$ cat src/rtl/jri_map.vh
// Constants of the tap-driven RAM initialisation loader
`ifndef JRI_MAP_VH
`define JRI_MAP_VH

// ==========================================================
// Widths
`define JRI_WORD_W 4
`define JRI_ADDR_W 2
`define JRI_IR_W 8
`define JRI_BLOCKS 4
`define JRI_FIFO_DEPTH 16
`define JRI_FIFO_AW 4
`define JRI_ADDR_LAST 2'h3
`define JRI_BITCNT_W 3

// ==========================================================
// Instruction opcodes
`define JRI_OP_START 8'h22
`define JRI_OP_ADDR 8'h24
`define JRI_OP_BLK_BASE 6'h0c
`define JRI_OP_BLK_HI 7:2
`define JRI_OP_BLK_LO 1:0

// ==========================================================
// Block selection modes
`define JRI_SEL_COMMON 2'h0
`define JRI_SEL_RING 2'h1
`define JRI_SEL_OPCODE 2'h2

// ==========================================================
// Reset values
`define JRI_RING_INIT 4'h1
`define JRI_ADDR_INIT 2'h0

// ==========================================================
// Write clock timing
`define JRI_CLK_NS 100
`define JRI_SETUP_NS 200
`define JRI_HOLD_NS 200
`define JRI_SETUP_CYC ((`JRI_SETUP_NS + `JRI_CLK_NS - 1) / `JRI_CLK_NS)
`define JRI_HOLD_CYC ((`JRI_HOLD_NS + `JRI_CLK_NS - 1) / `JRI_CLK_NS)
`define JRI_TCNT_W 4

`endif

$ cat src/rtl/jri_fifo.v
// Word FIFO between the serial loader and the RAM write engine
module jri_fifo #(
    parameter W = 4,
    parameter DEPTH = 16,
    parameter AW = 4
) (
    input wire clk,
    input wire rst_n,
    input wire flush,
    input wire in_valid,
    output wire in_ready,
    input wire [W-1:0] in_data,
    output wire out_valid,
    input wire out_ready,
    output wire [W-1:0] out_data
);

// ==========================================================
// Storage and pointers
localparam integer FULL_INT = DEPTH;
localparam [AW:0] FULL = FULL_INT[AW:0];

reg [W-1:0] mem [0:DEPTH-1];
reg [AW-1:0] wr_ptr;
reg [AW-1:0] rd_ptr;
reg [AW:0] count;

wire push = in_valid & in_ready;
wire pop = out_valid & out_ready;

assign in_ready = (count != FULL);
assign out_valid = (count != {(AW+1){1'b0}});
assign out_data = mem[rd_ptr];

always @(posedge clk) begin
    if (push) begin
        mem[wr_ptr] <= in_data;
    end
end

always @(posedge clk or negedge rst_n) begin
    if (!rst_n) begin
        wr_ptr <= {AW{1'b0}};
        rd_ptr <= {AW{1'b0}};
        count <= {(AW+1){1'b0}};
    end else if (flush) begin
        wr_ptr <= {AW{1'b0}};
        rd_ptr <= {AW{1'b0}};
        count <= {(AW+1){1'b0}};
    end else begin
        if (push) begin
            wr_ptr <= wr_ptr + 1'b1;
        end
        if (pop) begin
            rd_ptr <= rd_ptr + 1'b1;
        end
        if (push && !pop) begin
            count <= count + 1'b1;
        end else if (pop && !push) begin
            count <= count - 1'b1;
        end
    end
end

endmodule // jri_fifo

$ cat src/rtl/jri_loader.v
// Loader that writes tap-shifted words into on-chip RAM blocks
// How it works
// - Tap command, data and clock are synchronised, then written to the right RAM block.
// - Each RAM block has its own chip select output.
// - Serial data from the tap is presented as a parallel write word.
// - Our write clock frames data, address and chip select for the RAMs.
// - The shift register is exactly one RAM word wide.
// - Bits are shifted on rising edges of the tap data-register clock.
// - Only whole words go on; a word FIFO queues them for alignment with address and clock.
// - Address comes from a host address opcode or from the internal counter.
// - The internal counter sweeps the address range; host only shifts data.
// - Common mode enables every block at once for identical contents.
// - Opcode mode picks one block per distinct instruction opcode.
// - Ring mode advances the block select once past a block's last address.
// - Shifting happens only while the shift strobe is high.
// - Counters and selects follow comparison of the instruction with the start opcode and, in opcode mode, with the block opcodes.
// - A matching opcode starts addressing and enables the selected blocks.
// - A rising update strobe marks one completely loaded word.
// - After update, data and its matching address appear on the outputs.
// - Write clock is low while data settles, then rises to capture.
// - Falling-edge option drives the write clock inverted.
// - The RAM write ports are driven only by this block, keyed by the instruction.
`include "jri_map.vh"

module jri_loader (
    input wire core_clk,
    input wire arst_n,
    input wire user_dr_clock,
    input wire user_serial_data_in,
    input wire user_dr_shift_strobe,
    input wire user_dr_update_strobe,
    input wire [`JRI_IR_W-1:0] user_instruction_value,
    input wire [1:0] select_mode,
    input wire wr_clk_falling,
    output reg [`JRI_WORD_W-1:0] ram_wr_data,
    output reg [`JRI_ADDR_W-1:0] ram_wr_addr,
    output reg [`JRI_BLOCKS-1:0] ram_chip_sel,
    output reg [`JRI_BLOCKS-1:0] ram_wr_en,
    output reg ram_wr_clk,
    output reg load_ready,
    output reg init_active
);

// ==========================================================
// Constants
localparam [2:0] ST_IDLE = 3'b001;
localparam [2:0] ST_SETUP = 3'b010;
localparam [2:0] ST_STROBE = 3'b100;
localparam integer SETUP_INT = `JRI_SETUP_CYC;
localparam integer HOLD_INT = `JRI_HOLD_CYC;
localparam integer WORD_INT = `JRI_WORD_W;
localparam [`JRI_TCNT_W-1:0] SETUP_CYC = SETUP_INT[`JRI_TCNT_W-1:0];
localparam [`JRI_TCNT_W-1:0] HOLD_CYC = HOLD_INT[`JRI_TCNT_W-1:0];
localparam [`JRI_BITCNT_W-1:0] WORD_BITS = WORD_INT[`JRI_BITCNT_W-1:0];

function [`JRI_BLOCKS-1:0] blk_onehot;
    input [1:0] idx;
    begin
        blk_onehot = {{(`JRI_BLOCKS-1){1'b0}}, 1'b1} << idx;
    end
endfunction

// ==========================================================
// Reset release
reg rst_meta;
reg rst_n;

always @(posedge core_clk or negedge arst_n) begin
    if (!arst_n) begin
        rst_meta <= 1'b0;
        rst_n <= 1'b0;
    end else begin
        rst_meta <= 1'b1;
        rst_n <= rst_meta;
    end
end

// ==========================================================
// Pin synchronisers
// IR bits may cross with skew; the tap only changes them at
// instruction update, so a one-cycle mismatch is harmless.
localparam PIN_W = 4 + `JRI_IR_W + 3;

reg [PIN_W-1:0] pin_meta;
reg [PIN_W-1:0] pin_sync;

always @(posedge core_clk or negedge rst_n) begin
    if (!rst_n) begin
        pin_meta <= {PIN_W{1'b0}};
        pin_sync <= {PIN_W{1'b0}};
    end else begin
        pin_meta <= {wr_clk_falling, select_mode, user_instruction_value,
                     user_dr_update_strobe, user_dr_shift_strobe,
                     user_serial_data_in, user_dr_clock};
        pin_sync <= pin_meta;
    end
end

wire dr_clk_s = pin_sync[0];
wire sdi_s = pin_sync[1];
wire shift_s = pin_sync[2];
wire update_s = pin_sync[3];
wire [`JRI_IR_W-1:0] ir_s = pin_sync[4 +: `JRI_IR_W];
wire [1:0] mode_s = pin_sync[4 + `JRI_IR_W +: 2];
wire falling_s = pin_sync[PIN_W-1];

// ==========================================================
// Edge detection and instruction decode
reg dr_clk_prev;
reg update_prev;
reg active_prev;
reg [`JRI_IR_W-1:0] ir_prev;

wire dr_rise = dr_clk_s & ~dr_clk_prev;
wire upd_rise = update_s & ~update_prev;
wire mode_ring = (mode_s == `JRI_SEL_RING);
wire mode_opc = (mode_s == `JRI_SEL_OPCODE);
wire ir_start = (ir_s == `JRI_OP_START);
wire ir_addr = (ir_s == `JRI_OP_ADDR);
wire ir_blk = mode_opc && (ir_s[`JRI_OP_BLK_HI] == `JRI_OP_BLK_BASE);
wire active = ir_start | ir_blk;
wire new_load = active & (~active_prev | (ir_s != ir_prev));

always @(posedge core_clk or negedge rst_n) begin
    if (!rst_n) begin
        dr_clk_prev <= 1'b0;
        update_prev <= 1'b0;
        active_prev <= 1'b0;
        ir_prev <= {`JRI_IR_W{1'b0}};
    end else begin
        dr_clk_prev <= dr_clk_s;
        update_prev <= update_s;
        active_prev <= active;
        ir_prev <= ir_s;
    end
end

// ==========================================================
// Serial shift registers
reg [`JRI_WORD_W-1:0] data_sh;
reg [`JRI_ADDR_W-1:0] addr_sh;
reg [`JRI_BITCNT_W-1:0] bit_cnt;

wire shift_now = dr_rise & shift_s;
wire word_full = (bit_cnt == WORD_BITS);

always @(posedge core_clk or negedge rst_n) begin
    if (!rst_n) begin
        data_sh <= {`JRI_WORD_W{1'b0}};
        addr_sh <= {`JRI_ADDR_W{1'b0}};
        bit_cnt <= {`JRI_BITCNT_W{1'b0}};
    end else begin
        if (shift_now && active) begin
            data_sh <= {sdi_s, data_sh[`JRI_WORD_W-1:1]};
            if (!word_full) begin
                bit_cnt <= bit_cnt + 1'b1;
            end
        end else if (upd_rise) begin
            bit_cnt <= {`JRI_BITCNT_W{1'b0}};
        end
        if (shift_now && ir_addr) begin
            addr_sh <= {sdi_s, addr_sh[`JRI_ADDR_W-1:1]};
        end
    end
end

// ==========================================================
// Word FIFO
// A word is kept only if all its bits arrived since the last
// update; a partial scan is discarded rather than written.
wire fifo_in_ready;
wire fifo_out_valid;
wire fifo_out_ready;
wire [`JRI_WORD_W-1:0] fifo_out_data;
wire push = upd_rise & active & word_full;
wire flush = new_load | ~active;

jri_fifo #(
    .W(`JRI_WORD_W),
    .DEPTH(`JRI_FIFO_DEPTH),
    .AW(`JRI_FIFO_AW)
) u_fifo (
    .clk(core_clk),
    .rst_n(rst_n),
    .flush(flush),
    .in_valid(push),
    .in_ready(fifo_in_ready),
    .in_data(data_sh),
    .out_valid(fifo_out_valid),
    .out_ready(fifo_out_ready),
    .out_data(fifo_out_data)
);

// ==========================================================
// Address counter and block select
reg [`JRI_ADDR_W-1:0] addr;
reg [`JRI_BLOCKS-1:0] ring;
reg [2:0] state;
reg [`JRI_TCNT_W-1:0] tcnt;

wire write_done = (state == ST_STROBE) && (tcnt == HOLD_CYC);
reg [`JRI_BLOCKS-1:0] cs_sel;

always @* begin
    case (mode_s)
        `JRI_SEL_RING: cs_sel = ring;
        `JRI_SEL_OPCODE: cs_sel = blk_onehot(ir_s[`JRI_OP_BLK_LO]);
        default: cs_sel = {`JRI_BLOCKS{1'b1}};
    endcase
end

always @(posedge core_clk or negedge rst_n) begin
    if (!rst_n) begin
        addr <= `JRI_ADDR_INIT;
        ring <= `JRI_RING_INIT;
    end else if (new_load) begin
        // A host-loaded address survives the step to a data opcode
        if (ir_prev != `JRI_OP_ADDR) begin
            addr <= `JRI_ADDR_INIT;
        end
        ring <= `JRI_RING_INIT;
    end else if (upd_rise && ir_addr) begin
        addr <= addr_sh;
    end else if (write_done) begin
        addr <= addr + 1'b1;
        if (mode_ring && addr == `JRI_ADDR_LAST) begin
            ring <= {ring[`JRI_BLOCKS-2:0], ring[`JRI_BLOCKS-1]};
        end
    end
end

// ==========================================================
// Write engine
// Our own write clock replaces the update strobe so that words
// buffered in the FIFO still get a full settle time each.
wire settle_lvl = falling_s;
assign fifo_out_ready = (state == ST_IDLE) && active;

always @(posedge core_clk or negedge rst_n) begin
    if (!rst_n) begin
        state <= ST_IDLE;
        tcnt <= {`JRI_TCNT_W{1'b0}};
        ram_wr_data <= {`JRI_WORD_W{1'b0}};
        ram_wr_addr <= {`JRI_ADDR_W{1'b0}};
        ram_chip_sel <= {`JRI_BLOCKS{1'b0}};
        ram_wr_en <= {`JRI_BLOCKS{1'b0}};
        ram_wr_clk <= 1'b1;
    end else begin
        case (state)
            ST_IDLE: begin
                ram_wr_en <= {`JRI_BLOCKS{1'b0}};
                ram_wr_clk <= ~settle_lvl;
                tcnt <= {`JRI_TCNT_W{1'b0}};
                if (active) begin
                    ram_chip_sel <= cs_sel;
                end else begin
                    ram_chip_sel <= {`JRI_BLOCKS{1'b0}};
                end
                if (fifo_out_valid && active) begin
                    ram_wr_data <= fifo_out_data;
                    ram_wr_addr <= addr;
                    ram_chip_sel <= cs_sel;
                    ram_wr_en <= cs_sel;
                    ram_wr_clk <= settle_lvl;
                    state <= ST_SETUP;
                end
            end
            ST_SETUP: begin
                if (tcnt == SETUP_CYC - 1'b1) begin
                    ram_wr_clk <= ~settle_lvl;
                    tcnt <= {`JRI_TCNT_W{1'b0}};
                    state <= ST_STROBE;
                end else begin
                    tcnt <= tcnt + 1'b1;
                end
            end
            ST_STROBE: begin
                if (write_done) begin
                    ram_wr_en <= {`JRI_BLOCKS{1'b0}};
                    state <= ST_IDLE;
                end else begin
                    tcnt <= tcnt + 1'b1;
                end
            end
            default: begin
                state <= ST_IDLE;
            end
        endcase
    end
end

// ==========================================================
// Status outputs
// The tap cannot be stalled; load_ready low means the host must
// slow its scans or words are dropped.
always @(posedge core_clk or negedge rst_n) begin
    if (!rst_n) begin
        load_ready <= 1'b0;
        init_active <= 1'b0;
    end else begin
        load_ready <= fifo_in_ready & active;
        init_active <= active;
    end
end

endmodule // jri_loader

$ cat config.mk
export PLATFORM = sky130hd
export DESIGN_NAME = jri_loader
export DESIGN_NICKNAME = d
export VERILOG_FILES = /design/src/rtl/jri_fifo.v /design/src/rtl/jri_loader.v
export VERILOG_INCLUDE_DIRS = /design/src /design/src/rtl
export SDC_FILE = /design/constraint.sdc
export NUM_CORES = 1
export LEC_CHECK = 0
export BUFFER_PORTS_ARGS = -buffer_cell sky130_fd_sc_hd__buf_2
export CAP_MARGIN = 20
export CORE_UTILIZATION = 55
export DETAILED_ROUTE_END_ITERATION = 10
export PLACE_DENSITY = 0.75
export SYNTH_ARGS = -nofsm -noshare
export SYNTH_HDL_FRONTEND = slang
export SYNTH_SLANG_ARGS = --single-unit
$ cat constraint.sdc
create_clock -name core_clk -period 4.4 [get_ports core_clk]
set_input_delay 0.22 -clock core_clk [delete_from_list [all_inputs] [get_ports core_clk]]
set_output_delay 0.22 -clock core_clk [all_outputs]
set_load 0.03 [all_outputs]
# Word level (Yosys, flattened, before mapping)
# Memory sizes are Yosys's and may differ from the RTL's. A register that Yosys moved wholly into a read port is not among the register bits.
# Index checks and enable logic that the tools add are counted.
dict set report word_totals {
  regBits 90
  ram_bits 64
  inputBits 17
  output_inout_bits 17
  wordCells 139
  n_memories 1
}
dict set report classes {
  n_addsub 7
  eq_ne 22
  n_shift 1
  n_mux 36
  bitwise_logic 17
  n_reduce_logical 32
}
# memory depth word_bits read_ports rd_clocked_by_memory_dff write_ports line
set memory_table {}
lappend memory_table {u_fifo.mem 16 4 1 1 1 jri_fifo.v:23} ;# reg [W-1:0] mem [0:DEPTH-1];
# cell n
set op_table {}
lappend op_table {{$mux W4} 14}
lappend op_table {{$mux W3} 6}
lappend op_table {{$eq A8 B6 Y1 const B} 2}
lappend op_table {{$pmux W4 S2} 2}
lappend op_table {{$mux W5} 3}
lappend op_table {{$reduce_bool A2 Y1} 7}
lappend op_table {{$add A4 B1 Y4 const B} 3}
lappend op_table {{$pmux W4 S3} 1}
lappend op_table {{$reduce_and A2 Y1} 6}
lappend op_table {{$logic_and A1 B1 Y1} 10}
lappend op_table {{$ne A2 B2 Y1 const B} 5}
lappend op_table {{$and A1 B1 Y1} 9}
lappend op_table {{$pmux W3 S3} 1}
lappend op_table {{$reduce_bool A3 Y1} 3}
lappend op_table {{$mux W2} 4}
lappend op_table {{$ne A8 B6 Y1 const B} 1}
lappend op_table {{$ne A8 B8 Y1} 1}
lappend op_table {{$eq A3 B3 Y1 const B} 2}
lappend op_table {{$eq A6 B4 Y1 const B} 1}
lappend op_table {{$reduce_and A3 Y1} 2}
lappend op_table {{$add A5 B1 Y5 const B} 1}
lappend op_table {{$ne A5 B5 Y1 const B} 1}
lappend op_table {{$not A1 Y1} 5}
lappend op_table {{$reduce_bool A5 Y1} 1}
lappend op_table {{15 further kinds} 24}

# Logic depth before layout (Yosys ltp)
dict set report depth {
  ltp_word 11
  depth_mapped 17
}

# Cells and area by module
# Synthesis repeated with hierarchy kept, for this count alone.
dict set report unflattened {
  hier_cells 441
  area_unflattened_um2 6553.8
}
# mod n_inst cells_per_inst area_per_inst_um2
set by_module_without_submodules {}
lappend by_module_without_submodules {jri_fifo 1 204 3440.8}
lappend by_module_without_submodules {jri_loader 1 237 3113.0}

# Worst setup path after synthesis
# OpenSTA, ideal clock, no wires.
dict set report synth_timing {
  kind {reg2reg}
  startpoint {reg pin_sync[7]}
  endpoint {reg u_fifo.count[4]}
  setup_ns 0.132
  arrival_time_ns 3.222
  path_slack_ns 1.046
  stages_incl_launch_ff 15
  period_less_slack_ns 3.354
  path_cell_list {dfrtp_1 -> or4b_4 -> a211o_1 -> buf_6 -> or3_1 -> buf_2 -> nand2_1 -> inv_1 -> fa_1 -> nor2b_1 -> o21a_1 -> nor3_1 -> a2bb2o_1 -> xnor2_1 -> nor2_1}
}
dict set report synth_via {
  elab_chain_cells 9
}
# item line
set synth_lines {}
lappend synth_lines {{from (decl)} jri_loader.v:85} ;# reg [PIN_W-1:0] pin_sync;
lappend synth_lines {{from (signal assigned)} jri_loader.v:90} ;# pin_sync <= {PIN_W{1'b0}};
lappend synth_lines {{from (signal assigned)} jri_loader.v:95} ;# pin_sync <= pin_meta;
lappend synth_lines {{$eq A6 B4 Y1 (no line)} --}
lappend synth_lines {{$logic_and A1 B1 Y1} jri_loader.v:120} ;# wire ir_blk = mode_opc && (ir_s[`JRI_OP_BLK_HI] == `JRI_OP_BLK_BASE);
lappend synth_lines {{$or A1 B1 Y1} jri_loader.v:121} ;# wire active = ir_start | ir_blk;
lappend synth_lines {{$and A1 B1 Y1 or $logic_and A1 B1 Y1 (tied branches)} {jri_loader.v:175, jri_loader.v:237}}
lappend synth_lines {{$and A1 B1 Y1 (on tied branches)} {jri_loader.v:175, jri_fifo.v:29}}
lappend synth_lines {{$and A1 B1 Y1 or $logic_not A1 Y1 (tied branches)} {jri_fifo.v:28, jri_fifo.v:57}}
lappend synth_lines {{$logic_and A1 B1 Y1 or $logic_not A1 Y1 (tied branches)} {jri_fifo.v:57, jri_fifo.v:59}}
lappend synth_lines {{$mux W5 or $logic_and A1 B1 Y1 (tied branches)} {jri_fifo.v:57, jri_fifo.v:59}}
lappend synth_lines {{$mux W5 or $reduce_bool A3 Y1 (tied branches)} --}
lappend synth_lines {{to (signal assigned)} jri_fifo.v:45} ;# count <= {(AW+1){1'b0}};
lappend synth_lines {{to (signal assigned)} jri_fifo.v:49} ;# count <= {(AW+1){1'b0}};
lappend synth_lines {{to (signal assigned)} jri_fifo.v:58} ;# count <= count + 1'b1;
lappend synth_lines {{to (decl)} jri_fifo.v:26} ;# reg [AW:0] count;
# Parallel ways exist; a longest one is shown, timed or not.
# A chain may end at the register's enable or synchronous reset.

# Worst setup path after layout
# Ends and elaborated chain as after synthesis.

==> impl_results.md <==
- Core ar.: 11100 µm²
- Adder-cell share of the synthesized area: 0.0345
- RSZ-0062 raised after global routing: false
- Area of the multi-input gates: 1970 µm²
- Leakage Power: 3.10 nW
- Worst Path Class, Setup: reg -> reg
- Nets: 527
- Startpoint Class: flop
- Syn_nets: 470
- Max VDD drop: 0.000361 V
- Final Cell Area: 7520 µm²
- CP Max Fanout: 13
- Area delta synth->final: 17.7%
- Final period util: 0.857
- Yosys cell types: 54
- Ports: 34
- Yosys warns: 0
- CTS tree: done
- Async SR Flop Fraction: 0.595
- Die W: 110 µm
- Sink Count: 158
- Synth Register Bits: 158
- Sum Neg Setup Slack: 0 ns
- Vias: 3675
- Worst Hold Class: in -> async
- CTS Buffer Depth: 2
- Pin count of the biggest net entering global routing: 93
- Final Critical Period: 3.77 ns
- Hold slack: 0.114 ns
- Largest family of logic cells by synthesized area: simple AND/OR/NAND/NOR gates
- Mux cell area share after synthesis: 0.0829
- Total track usage: 0.213
- Hold buffers post-CTS: 16
- Post-synthesis sequential area ratio: 0.670
- Post_cts resized: 0
- WP data required: 4.68 ns
- GR Overflow Total: 0
- Status: finished clean
- DRC viols: 0
- Layout cell share with drive strength beyond 1: 0.202
- Register Area: 4280 µm²
- Post-Synth Simple-Gate Area: 0.0984
- Die area: 12000 µm²
- Number of hold violations in the final report: 0
- Post-synth EDFFs: 64
- Worst skew pair latency: 0.42 ns
- Port bufs: 33
- Avg Cell Area, Syn: 14.6 µm²
- Worst Path Arrival: 4.05 ns
- Syn Inst Count: 436
- Clock Pin Slew Worst Setup and Hold Paths: 0.06 ns
- Via density: 5.69
- Synth Cell Area: 6390 µm²
- First-pass GRT wire length: 18600 µm
- Area after DPL: 6700 µm²
- Max-slew headroom: 0.329
- Clock Skew: 0.00827 ns
- Max Freq: 265 MHz
- WL/cell: 18.3 µm
- WL final: 11800 µm
- Max cap viols: 0
- Vias in the first global route: 3823
- Iter 0 DRT Violations: 167
- Initial antenna violation count: 0
- FP Rows: 38
- Slew @ Worst Pin: 0.997 ns
- First-pass iteration count of the detailed router: 6
- Final setup fails: 0
- Complex-gate fraction of the synthesized area: 0.0615
- Routability Congestion: 0.833
- Max Slew Vio Count: 0
- Pwr dens: 422 nW/µm²
- CTS Root Cell: clkbuf_16
- Initial Util: 0.576
- CP Capture Type: flop
- Dpl hpwl: 7520 µm
- Main flop type after synthesis: dfrtp_1
- DIE HEIGHT: 110 µm
- Detail Route Antenna Nets: 0
- Fillers: 724
- CTS buffer count: 17
- Total setup buffers inserted after CTS: 0
- Synth Area in XOR/XNOR: 0.0313
- ANT cells: 0
- H-tree depth: 4
[synthesized netlist by cell type (3+ instances only)]
cell      number  share of area
clkbuf_1       7         0.0041
or3b_2         3         0.0041
dfstp_2        3          0.012
nor2_1        32          0.019
mux2_2         7          0.012
a21o_1         5         0.0059
xor2_1         8          0.011
ha_1          16          0.031
nand2_1       25          0.015
a21oi_1       18          0.014
and2_1        13          0.013
o21ai_0        6         0.0047
edfxtp_1      64           0.30
nand3_1        4         0.0031
nor4_1         7         0.0069
nand4_1        4         0.0039
nand3b_1       3         0.0035
a22o_1         9          0.012
buf_2          4         0.0031
inv_1         17          0.010
nor3_1         4         0.0031
xnor2_1       13          0.018
nor4b_1        3         0.0041
mux4_2        16          0.056
dfrtp_1       91           0.36
a22oi_1        8         0.0094
nor2b_1        6         0.0059
mux2i_1        9          0.014
[stage by stage]
stage | std cells | utilization | worst slack [ns] | power [W]
after floorplan | 436 | - | 1.05 | 0.00162
after global placement | 596 | 0.602 | 0.826 | 0.00164
after detailed placement | 597 | 0.604 | 0.713 | 0.00165
after CTS | 645 | 0.676 | 0.656 | 0.00319
after global routing | 646 | 0.679 | 0.456 | 0.00326
final | 646 | 0.679 | 0.631 | 0.00317
[critical path, cell delays in order (launching register included)]
cell      delay (ns)
dfrtp_1         0.42
or4b_4          0.57
a211o_1         0.43
or3_1           0.64
nand2_1         0.24
inv_1           0.07
fa_1            0.41
nor2b_1         0.16
o21a_1          0.14
nor3_1          0.04
a2bb2o_1        0.30
xnor2_1         0.14
nor2_1          0.06
[final cells by class]
type	count	area share
clock buffer	22	0.0689
clock inverter	10	0.0155
inverter	18	0.00965
multi-input combinational	247	0.263
sequential	158	0.569
tap	140	0.0233
timing repair buffer	51	0.0506
[sequential cells by signal, indices dropped and copies added, names as in the netlist, 2 cells and up]
register	flops
data_sh	4
ram_wr_addr	2
addr	2
ram_chip_sel	4
bit_cnt	3
state	3
u_fifo.mem	64
addr_sh	2
ring	4
ram_wr_en	4
tcnt	4
pin_meta	15
u_fifo.wr_ptr	4
u_fifo.rd_ptr	4
pin_sync	15
ir_prev	8
ram_wr_data	4
u_fifo.count	5
[logic make-up after synthesis]
kind of cell    count (synthesis)
buf+inv                        31
fa+ha+maj                      17
compound gates                 58
xor+xnor                       22
simple gates                  117
mux                            32
flops                         158
other cells                     1
[metal layers]
metal | track usage | wire length [µm] | vias to the layer above
met3 | 0.0533 | 579 | 19
li1 | - | - | 1703
met5 | 0 | 0 | -
met2 | 0.345 | 5940 | 92
met4 | 0.0933 | 196 | 0
met1 | 0.275 | 5090 | 1861
[cell usage in the layout (no fill, tap or decap), types with 16 or more instances in the layout]
cell	n
dfrtp_1	90
dlygate4sd3_1	16
nor2_1	32
buf_2	33
inv_1	17
clkbuf_16	20
nand2_1	25
ha_1	16
edfxtp_1	64
mux4_2	16
a21oi_1	18
[final timing paths]
| kind | slack [ns] | from | depth (start not counted) | end |
|---|---|---|---|---|
| max in group asynchronous | 3.46 | rst_n | 1 | data_sh[3] |
| hold / removal | 0.11 | arst_n | 2 | rst_meta |
| hold reg to reg | 0.32 | rst_n | 0 | pin_meta[13] |
| setup reg to reg | 0.63 | pin_sync[7] | 12 | u_fifo.count[4] |
| setup / recovery | 0.63 | pin_sync[7] | 12 | u_fifo.count[4] |
| min in group core_clk | 0.35 | pin_meta[6] | 0 | pin_sync[6] |
[power breakdown]
group          leakage, nW  switching [W]  internal (W)
logic                 1.01      0.0000291     0.0000308
registers             1.78      0.0000238       0.00155
clock network        0.318       0.000582      0.000958
total                 3.10       0.000635       0.00254
(Power assumes the default switching activity.)
